--- config.mk ---
export PLATFORM = sky130hd
export DESIGN_NAME = phy_rx_port
export DESIGN_NICKNAME = d
export VERILOG_FILES = /design/src/verilog/phy_rx_port_pkg.sv /design/src/verilog/phy_rx_port.sv
export SDC_FILE = /design/constraint.sdc
export NUM_CORES = 1
export LEC_CHECK = 0
export ABC_AREA = 1
export BUFFER_PORTS_ARGS = -buffer_cell sky130_fd_sc_hd__buf_2
export CORE_MARGIN = 4
export CORE_UTILIZATION = 52
export CTS_CLUSTER_DIAMETER = 120
export DETAILED_ROUTE_END_ITERATION = 7
export PLACE_DENSITY = 0.85
export RECOVER_POWER = 100
export SETUP_SLACK_MARGIN = 0.15
export SYNTH_ARGS = -nofsm -noshare
export SYNTH_HDL_FRONTEND = slang
export SYNTH_SLANG_ARGS = --single-unit
--- constraint.sdc ---
create_clock -name i_clk -period 4 [get_ports i_clk]
set_input_delay 0.6 -clock i_clk [delete_from_list [all_inputs] [get_ports i_clk]]
set_output_delay 0.6 -clock i_clk [all_outputs]
set_load 0.05 [all_outputs]
--- src/verilog/phy_rx_port_pkg.sv ---
// Overview of operation
// - Received data leaves as a 4-bit nibble, each line one fixed bit.
// - Receive data lines 0..2 strap the 3-bit default operating mode.
// - In RMII only data lines 0 and 1 carry data; 2 and 3 unused.
// - Line 3 strap at reset: high picks interrupt output, low picks transmit error.
// - Receive error is raised when an error is seen in the current frame.
// - In MII symbol mode the error pin carries code-group bit 4 instead.
// - In RMII the receive error signal is optional for both ends.
// - In MII data valid is high exactly while decoded nibbles are presented.
// - MII receive clock is 25MHz at 100Mbit/s and 2.5MHz at 10Mbit/s.
// - Receive clock pin strap high disables the internal 1.8V regulator.
// - In MII the collision pin follows the detected collision condition.
// - Collision pin strap, latched at reset release, selects MII or RMII.
// - In RMII the combined carrier/valid output is high while medium non-idle.
// - RMII at 10Mbit/s holds data lines low until the frame delimiter.
// - RMII 10Mbit/s half duplex never loops transmit data onto receive lines.
// - Carrier sense pin follows carrier; it also straps address bit 4.
// - Transmit error input substitutes error code at 100Mbit/s, ignored at 10.
package phy_rx_port_pkg;

   localparam logic [7:0]  STATUS_OFS = 8'h00;
   localparam logic [7:0]  MASK_OFS   = 8'h04;
   localparam logic [7:0]  CTRL_OFS   = 8'h08;
   localparam logic [7:0]  STRAP_OFS  = 8'h0C;

   localparam int          EV_CARRIER = 0;
   localparam int          EV_COLL    = 1;
   localparam int          EV_RXERR   = 2;
   localparam int          EV_FRAME   = 3;
   localparam int          EV_W       = 4;

   localparam int          CTRL_SPEED100 = 0;
   localparam int          CTRL_SYMBOL   = 1;
   localparam int          CTRL_HALFDUP  = 2;
   localparam logic [2:0]  CTRL_RESET    = 3'h1;
   localparam logic [EV_W-1:0] STATUS_RESET = 4'h0;
   localparam logic [EV_W-1:0] MASK_RESET   = 4'h0;

   localparam longint      CLK_HZ       = 125_000_000;
   localparam longint      RXCLK100_HZ  = 25_000_000;
   localparam longint      RXCLK10_HZ   = 2_500_000;
   localparam logic [5:0]  DIV100       = 6'(CLK_HZ / RXCLK100_HZ);
   localparam logic [5:0]  DIV10        = 6'(CLK_HZ / RXCLK10_HZ);

   localparam logic [3:0]  STRAP_SETTLE = 4'h4;

   typedef struct packed {
      logic [3:0] rxd;
      logic       rx_er;
      logic       rx_dv;
      logic       rx_clk;
      logic       col;
      logic       crs;
   } rx_pins_t;

   typedef struct packed {
      logic       valid;
      logic [3:0] data;
      logic       sym4;
      logic       err;
      logic       col;
      logic       crs;
      logic       sfd_done;
      logic       loopback;
   } rx_path_t;

   typedef struct packed {
      logic [2:0] mode;
      logic       irq_pin_function_strap;
      logic       regulator_disable_strap;
      logic       rmii_sel;
      logic       phy_addr_strap_bit4;
   } straps_t;

   typedef enum logic [1:0] {ST_HOLD, ST_RUN} port_state_t;

endpackage : phy_rx_port_pkg

--- src/verilog/phy_rx_port.sv ---
// Added by the designer: the register offsets and the APB slave port.
`timescale 1ns/10ps
`default_nettype none
module phy_rx_port
   import phy_rx_port_pkg::*;
(
   input  wire logic        i_clk,           // 125 MHz core clock
   input  wire logic        i_rstn,          // Async reset, active low
   input  wire logic        i_psel,          // APB select
   input  wire logic        i_penable,       // APB enable
   input  wire logic        i_pwrite,        // APB direction
   input  wire logic [7:0]  i_paddr,         // APB byte address
   input  wire logic [31:0] i_pwdata,        // APB write data
   output logic      [31:0] o_prdata,        // APB read data
   output logic             o_pready,        // APB ready
   output logic             o_pslverr,       // APB error, unmapped address
   input  wire rx_path_t    i_rx,            // Receive path from decoder
   input  wire rx_pins_t    i_pins_in,       // Pin levels seen at pads
   output rx_pins_t         o_pins_out,      // Pin drive values
   output rx_pins_t         o_pins_oe,       // Pin output enables
   input  wire logic        i_irq_pin_in,    // Shared irq/tx error pin level
   output logic             o_irq_pin_out,   // Shared pin drive value
   output logic             o_irq_pin_oe,    // Shared pin enable, open drain
   output straps_t          o_straps,        // Captured straps
   output logic             o_tx_err_sub,    // Substitute error code group
   output logic             o_irq            // Interrupt, active high level
);

   function automatic logic [5:0] div_last(input logic speed100);
      div_last = speed100 ? DIV100 - 6'h1 : DIV10 - 6'h1;
   endfunction : div_last

   rx_pins_t    pins_s1_reg, pins_s2_reg;
   logic        txp_s1_reg, txp_s2_reg;
   port_state_t state_reg;
   logic [3:0]  settle_reg;
   straps_t     straps_reg;
   logic [2:0]  ctrl_reg;
   logic [EV_W-1:0] status_reg, mask_reg, ev;
   logic [5:0]  div_reg;
   logic        tick, rmii, speed100, suppress;
   logic [3:0]  rxd_reg;
   logic        rx_er_reg, rx_dv_reg, rx_clk_reg, col_reg, crs_reg;
   logic        oe_reg, rxclk_oe_reg;
   logic        crs_prev_reg, valid_prev_reg;
   logic [31:0] prdata_reg;
   logic        pready_reg, pslverr_reg, irq_reg, tx_err_reg, irq_oe_reg;
   logic        apb_done, mapped;
   logic        run;

   // Pads are asynchronous to the core clock
   always_ff @(posedge i_clk or negedge i_rstn) begin
      if (!i_rstn) begin
         pins_s1_reg <= '0;
         pins_s2_reg <= '0;
         txp_s1_reg  <= 1'b0;
         txp_s2_reg  <= 1'b0;
      end else begin
         pins_s1_reg <= i_pins_in;
         pins_s2_reg <= pins_s1_reg;
         txp_s1_reg  <= i_irq_pin_in;
         txp_s2_reg  <= txp_s1_reg;
      end
   end

   // Settle long enough for the synchroniser to show the strapped levels
   always_ff @(posedge i_clk or negedge i_rstn) begin
      if (!i_rstn) begin
         state_reg  <= ST_HOLD;
         settle_reg <= 4'h0;
      end else begin
         case (state_reg)
            ST_HOLD: begin
               settle_reg <= settle_reg + 4'h1;
               if (settle_reg == STRAP_SETTLE)
                  state_reg <= ST_RUN;
            end
            default: state_reg <= ST_RUN;
         endcase
      end
   end

   assign run = (state_reg == ST_RUN);

   always_ff @(posedge i_clk or negedge i_rstn) begin
      if (!i_rstn) begin
         straps_reg <= '0;
      end else if (state_reg == ST_HOLD && settle_reg == STRAP_SETTLE) begin
         straps_reg.mode                    <= pins_s2_reg.rxd[2:0];
         straps_reg.irq_pin_function_strap  <= pins_s2_reg.rxd[3];
         straps_reg.regulator_disable_strap <= pins_s2_reg.rx_clk;
         straps_reg.rmii_sel                <= pins_s2_reg.col;
         straps_reg.phy_addr_strap_bit4     <= pins_s2_reg.crs;
      end
   end

   assign rmii     = straps_reg.rmii_sel;
   assign speed100 = ctrl_reg[CTRL_SPEED100];

   // RX clock from the core clock; 125/5 = 25 MHz, 125/50 = 2.5 MHz
   always_ff @(posedge i_clk or negedge i_rstn) begin
      if (!i_rstn) begin
         div_reg    <= 6'h0;
         rx_clk_reg <= 1'b0;
      end else begin
         if (tick || div_reg > div_last(speed100))
            div_reg <= 6'h0;
         else
            div_reg <= div_reg + 6'h1;
         rx_clk_reg <= run && (div_reg < (div_last(speed100) >> 1));
      end
   end

   // Data changes one core cycle before the receive clock rises, late in its low phase
   assign tick = (div_reg == div_last(speed100));

   // In RMII at 10M, loopback in half duplex and pre-delimiter preamble stay hidden
   assign suppress = rmii && !speed100 &&
                     (!i_rx.sfd_done ||
                      (ctrl_reg[CTRL_HALFDUP] && i_rx.loopback));

   always_ff @(posedge i_clk or negedge i_rstn) begin
      if (!i_rstn) begin
         rxd_reg   <= 4'h0;
         rx_er_reg <= 1'b0;
         rx_dv_reg <= 1'b0;
         col_reg   <= 1'b0;
         crs_reg   <= 1'b0;
      end else if (!run) begin
         rxd_reg   <= 4'h0;
         rx_er_reg <= 1'b0;
         rx_dv_reg <= 1'b0;
         col_reg   <= 1'b0;
         crs_reg   <= 1'b0;
      end else if (tick) begin
         crs_reg <= i_rx.crs;
         if (!rmii) begin
            rxd_reg   <= i_rx.valid ? i_rx.data : 4'h0;
            rx_dv_reg <= i_rx.valid;
            rx_er_reg <= ctrl_reg[CTRL_SYMBOL] ? i_rx.sym4 : i_rx.err;
            col_reg   <= i_rx.col;
         end else begin
            rxd_reg   <= {2'h0, (i_rx.valid && !suppress) ? i_rx.data[1:0] : 2'h0};
            rx_dv_reg <= 1'b0;
            // Driven for MACs that use it, harmless when left open
            rx_er_reg <= i_rx.err;
            col_reg   <= i_rx.crs && !(suppress && i_rx.sfd_done);
         end
      end
   end

   // Pins stay inputs until the straps have been caught
   always_ff @(posedge i_clk or negedge i_rstn) begin
      if (!i_rstn) begin
         oe_reg       <= 1'b0;
         rxclk_oe_reg <= 1'b0;
      end else begin
         oe_reg       <= run;
         rxclk_oe_reg <= run && !rmii;
      end
   end

   assign o_pins_out = {rxd_reg, rx_er_reg, rx_dv_reg, rx_clk_reg, col_reg, crs_reg};
   assign o_pins_oe  = {{4{oe_reg}}, oe_reg, oe_reg, rxclk_oe_reg, oe_reg, oe_reg};
   assign o_straps   = straps_reg;

   // Shared pin: open-drain interrupt, or transmit error input
   always_ff @(posedge i_clk or negedge i_rstn) begin
      if (!i_rstn) begin
         tx_err_reg <= 1'b0;
         irq_oe_reg <= 1'b0;
      end else begin
         tx_err_reg <= run && !straps_reg.irq_pin_function_strap &&
                       speed100 && txp_s2_reg;
         irq_oe_reg <= run && straps_reg.irq_pin_function_strap &&
                       (|(status_reg & mask_reg));
      end
   end

   assign o_tx_err_sub  = tx_err_reg;
   assign o_irq_pin_out = 1'b0;
   assign o_irq_pin_oe  = irq_oe_reg;

   // Events
   always_ff @(posedge i_clk or negedge i_rstn) begin
      if (!i_rstn) begin
         crs_prev_reg   <= 1'b0;
         valid_prev_reg <= 1'b0;
      end else begin
         crs_prev_reg   <= i_rx.crs;
         valid_prev_reg <= i_rx.valid;
      end
   end

   always_comb begin
      ev = '0;
      ev[EV_CARRIER] = run && i_rx.crs && !crs_prev_reg;
      ev[EV_COLL]    = run && i_rx.col;
      ev[EV_RXERR]   = run && i_rx.err && !ctrl_reg[CTRL_SYMBOL];
      ev[EV_FRAME]   = run && valid_prev_reg && !i_rx.valid;
   end

   // APB: one wait state so read data leaves from a flop
   assign apb_done = i_psel && i_penable && pready_reg;
   assign mapped   = (i_paddr == STATUS_OFS) || (i_paddr == MASK_OFS) ||
                     (i_paddr == CTRL_OFS) || (i_paddr == STRAP_OFS);

   always_ff @(posedge i_clk or negedge i_rstn) begin
      if (!i_rstn) begin
         pready_reg  <= 1'b0;
         pslverr_reg <= 1'b0;
         prdata_reg  <= 32'h0;
      end else begin
         pready_reg  <= i_psel && i_penable && !pready_reg;
         pslverr_reg <= i_psel && i_penable && !pready_reg && !mapped;
         if (i_psel && i_penable && !pready_reg && !i_pwrite) begin
            if (i_paddr == STATUS_OFS)
               prdata_reg <= {28'h0, status_reg};
            else if (i_paddr == MASK_OFS)
               prdata_reg <= {28'h0, mask_reg};
            else if (i_paddr == CTRL_OFS)
               prdata_reg <= {29'h0, ctrl_reg};
            else if (i_paddr == STRAP_OFS)
               prdata_reg <= {25'h0, straps_reg};
            else
               prdata_reg <= 32'h0;
         end
      end
   end

   always_ff @(posedge i_clk or negedge i_rstn) begin
      if (!i_rstn) begin
         ctrl_reg <= CTRL_RESET;
         mask_reg <= MASK_RESET;
      end else if (apb_done && i_pwrite) begin
         if (i_paddr == CTRL_OFS)
            ctrl_reg <= i_pwdata[2:0];
         else if (i_paddr == MASK_OFS)
            mask_reg <= i_pwdata[EV_W-1:0];
      end
   end

   // Set wins over a write-one clear in the same cycle
   always_ff @(posedge i_clk or negedge i_rstn) begin
      if (!i_rstn) begin
         status_reg <= STATUS_RESET;
      end else if (apb_done && i_pwrite && i_paddr == STATUS_OFS) begin
         status_reg <= (status_reg & ~i_pwdata[EV_W-1:0]) | ev;
      end else begin
         status_reg <= status_reg | ev;
      end
   end

   always_ff @(posedge i_clk or negedge i_rstn) begin
      if (!i_rstn)
         irq_reg <= 1'b0;
      else
         irq_reg <= |(status_reg & mask_reg);
   end

   assign o_prdata  = prdata_reg;
   assign o_pready  = pready_reg;
   assign o_pslverr = pslverr_reg;
   assign o_irq     = irq_reg;
endmodule : phy_rx_port
`default_nettype wire

* Word-level counts from Yosys, hierarchy flattened
Cells that the tools add are included.
Operators by class: bitwise gates (word level) 6, mux-type cells 26, magnitude comparators 2, equality and inequality tests 8, reduce and logical (&&, ||, !) cells 50, add/subtract/negate cells 2
Operators with widths (number):
- 32-bit two-way mux | 3
- 1-bit logical AND | 28
- 4-bit two-way mux | 5
- 8-bit by 4-bit == test with 1-bit output (second input constant) | 2
- 1-bit logical NOT | 12
- 1-bit two-way mux | 12
- 6-bit two-way mux | 2
- 4-bit bitwise AND | 2
- 8-bit by 3-bit == test with 1-bit output (second input constant) | 1
- 8-bit logical NOT | 1
- 4-bit bitwise OR | 2
- 7-bit two-way mux | 1
- 6-bit by 1-bit adder with 6-bit output (second input constant) | 1
- 6-bit == test | 1
- 6-bit greater-than comparator | 1
- 6-bit by 5-bit < comparator with 1-bit output | 1
- 2-bit two-way mux | 3
- 1-bit logical OR | 5
- 4-bit by 1-bit adder with 4-bit output (second input constant) | 1
- 4-bit by 3-bit == test with 1-bit output (second input constant) | 1
- 4-bit NOT | 1
- 4-bit OR reduction | 1
- 3-bit AND reduction | 1
- 2-bit by 1-bit == test with 1-bit output (second input constant) | 1
- other kinds (5) | 5
Storage, ports and cells: flip-flop bits (word level) 96, output and inout port bits 63, input port bits 66, word-level logic and storage cells 131

* Logic depth before layout (Yosys ltp)
depth after elaboration 9, mapped depth 9, depth with buffers taken out 9

* Least setup slack after synthesis
Ideal clock, no wire load.
path type flip-flop to flip-flop, start register ctrl_reg[0], end register div_reg[2], cell stages (with the launch flop) 8, required time 3.912 ns, path buffers 0, arrival time 1.459 ns, slack 2.453 ns, cell sequence dfstp_2 inv_1 ha_1 nand2_1 nor2_1 nand2_1 nand4_1 nor3_1
Between the ends: cells in the longest elaborated chain, start to end 4, elaborated cells between the ends (all ways) 5
Ends and longest elaborated chain:
- from (decl) | RTL line phy_rx_port.sv:38 | logic [2:0] ctrl_reg;
- from (signal assigned) | RTL line phy_rx_port.sv:237 | ctrl_reg <= i_pwdata[2:0];
- 6-bit two-way mux * | RTL line phy_rx_port.sv:30 | div_last = speed100 ? DIV100 - 6'h1 : DIV10 - 6'h1;
- 6-bit greater-than comparator / 6-bit == test (equally long branches) | RTL line phy_rx_port.sv:106, phy_rx_port.sv:115
- 1-bit logical OR * | RTL line phy_rx_port.sv:106 | if (tick || div_reg > div_last(speed100))
- 6-bit two-way mux * | RTL line phy_rx_port.sv:106
- to (signal assigned) | RTL line phy_rx_port.sv:109 | div_reg <= div_reg + 6'h1;
- to (decl) | RTL line phy_rx_port.sv:40 | logic [5:0] div_reg;
Mark *: on every way between the ends. The rest lies on a longest branch, timed or not. A chain may end at the register's enable or synchronous reset.

==> results.toml <==
[run_status]
outcome = "complete, but fails checks"
violations = "max-capacitance violations, max-slew violations"

[yosys]
synth.most_common_cell = "nand2_1"
synthTopCellsByArea = "dfrtp_1 53%, buf_4 9.4%, nand2_1 9.0%, nor2_1 3.7%, inv_1 3.4%"
synth_edf_count = 0
yosys-top-cells-count = "79 x nand2_1, 69 x dfrtp_1, 41 x buf_4"
ys_types = 30
ys.flop_type = "dfrtp_1"
synthArstFlopShare_pct = 100
synth-seq-cells = 70
yosysSeqAreaShare_pct = 53.4
syn-instance-count = 354
netlist.area_leader.share_pct = 52.6
syn_avg_cell_area_sq_um = 9.27
syn_area_sq_um = 3280
ys_warn_count = 0
yosys.area.top_type = "dfrtp_1"

[routing]
num_vias = 2461
wl_mm = 6.70
drtAntennaViolNets = 0
viasPerCell = 4.91
wl_per_cell_um = 13.4
drt-pass1-iter-count = 4
drtIter0Drc = 173
drc = 0

[global_routing]
grt_pass1_vias = 2494
grt_first_pass_wirelength_mm = 11.1
grt_use_total_pct = 18.8
antenna_found_initial = 0
grt.overflow.total = 0
grt_max_degree = 40

[place]
routabilityCongestion = 0.867
port_buffers = 72
dpl.hpwl_mm = 4.99

[sta]
fin_crit_sh_pct = 60.7
finalMaxSlewViolations = 40
fin_skew_ns = 0.00885
max_slew_margin_pct = -33.5
holdWs_ns = 0.350
min_period_ns = 2.43
rsz0062_at_grt = "false"
finalHoldViolations = 0
fmax_ghz = 0.412
tns_ns = 0
setup_viol = 0
worstMarginPinSlew_ns = 2.00

[final_layout]
syn_to_final_growth_pct = 11.2
drive_gt1_share_pct = 13.6
final_nets = 495
fill_cells = 539
antennaDiodeCount = 0

[floorplan]
io_pins = 129
dieArea_sq_um = 7650
fp.dieH_um = 87.5
die_w_um = 87.5
rows = 28
start_util_pct = 54.5
core_sq_um = 6030

[pwr]
ir_drop_v = 0.000283
leakage_nw = 1.88
cellPowerDensity_nw_per_um2 = 508

[critical_path]
crit_required_ns = 4.35
critPathArrivalTime_ns = 2.78
critPathLaunchType = "input port"
path_max_fanout = 39
cp_top_family = "buffers and inverters"
critPathSlowestCell = "clkbuf_1"
critPathCaptureType = "async pin"
max_stage_delay_ns = 1.41
crit_path_frequent_cell = "clkbuf_1"
worst-setup-path-type = "in2async"
worst-path-buf-inv = 2
cp_cell_sequence = "clkbuf_1 > clkbuf_1"

[clocking]
cts_max_level = 3
cts_tree = "built"
cts_buffer_depth = 2
cts-root-buf = "clkbuf_8"
path_clk_slew_ns = 0.07
cts.sinks = 70
clkLatencyLatePin_ns = 0.34
hold_buffers = 0
post-cts-setup-buffers = 0
ctsResizeCount = 0
cts_buffers = 9

[hold_path]
hold_class = "reg2reg"

[flow_run]
drv_cap = 1
-- kinds of logic after synthesis --
family | after synthesis | share of synthesized area, %
muxes | 4 | 1.37
and+or+nand+nor | 151 | 20.3
AOI/OAI and AO/OA | 35 | 6.25
other | 1 | 0.114
DFF | 70 | 53.4
xor gates and xnor gates | 5 | 1.33
buffers and inverters | 80 | 14.2
adders and majority gates | 8 | 3.05
-- routing by layer --
| layer | track usage (%) | wire length (um) |
|---|---|---|
| met5 | 0 | 0 |
| met4 | 9.76 | 169 |
| met3 | 4.16 | 491 |
| met2 | 31.1 | 3420 |
| met1 | 22.9 | 2610 |
-- metrics by stage --
stage | power, mW | cells | worst slack (ns) | area (sq um) | utilization, %
2_1_floorplan | 1.17 | 379 | 2.45 | 3380 | -
3_3_place_gp | 1.21 | 485 | 2.24 | 3520 | 58.5
3_5_place_dp | 1.23 | 485 | 2.17 | 3520 | 58.5
4_1_cts | 1.88 | 501 | 2.15 | 3750 | 62.3
5_1_grt | 1.95 | 501 | 1.03 | 3650 | 60.6
6_report | 1.85 | 501 | 1.57 | 3650 | 60.6
-- report_power, final --
group / internal (mW) / switching (mW) / total [mW]
Clock: 0.372 / 0.274 / 0.647
Sequential: 0.774 / 0.0533 / 0.827
Combinational: 0.0979 / 0.281 / 0.379
Total: 1.24 / 0.609 / 1.85
-- cell usage in the layout, fill, tap and decap left out, types with 2 or more instances in the layout --
cell type  count
clkinv_4       2
buf_2         32
nand2_1       84
conb_1        26
nand3_1       12
o21ai_0       10
mux2_1         4
a21oi_1        6
nor2_2         3
xor2_1         3
inv_1         32
o21ai_1       11
a22o_1         2
bufinv_16      2
clkbuf_8      10
inv_2          3
nor2_1        38
o211ai_1       5
ha_1           8
dfrtp_1       69
nor3_1         8
nand4_1        3
xnor2_1        2
clkbuf_1      42
-- final timing paths --
| kind | from | end | slack, ns | cells past startpoint |
|---|---|---|---|---|
| max in group i_clk | ctrl_reg[0] | col_reg | 2.01 | 9 |
| worst max-delay path | i_rstn | oe_reg | 1.57 | 2 |
| min in group asynchronous | i_rstn | o_straps[4] | 0.82 | 1 |
| worst min-delay path | pins_s1_reg[0] | pins_s2_reg[0] | 0.35 | 0 |
| worst max register to register | ctrl_reg[0] | col_reg | 2.01 | 9 |
| worst min register to register | pins_s1_reg[0] | pins_s2_reg[0] | 0.35 | 0 |
-- cell type report --
type / count / area, sq um / area share [%]
Timing Repair Buffer: 74 / 318 / 8.71
Inverter: 37 / 140 / 3.84
Clock buffer: 10 / 138 / 3.77
Clock inverter: 6 / 93.8 / 2.57
Multi-Input combinational cell: 229 / 1110 / 30.5
Tap cell: 75 / 93.8 / 2.57
Sequential cell: 70 / 1750 / 48.0
No activity file was read; power rests on OpenSTA's default activity.
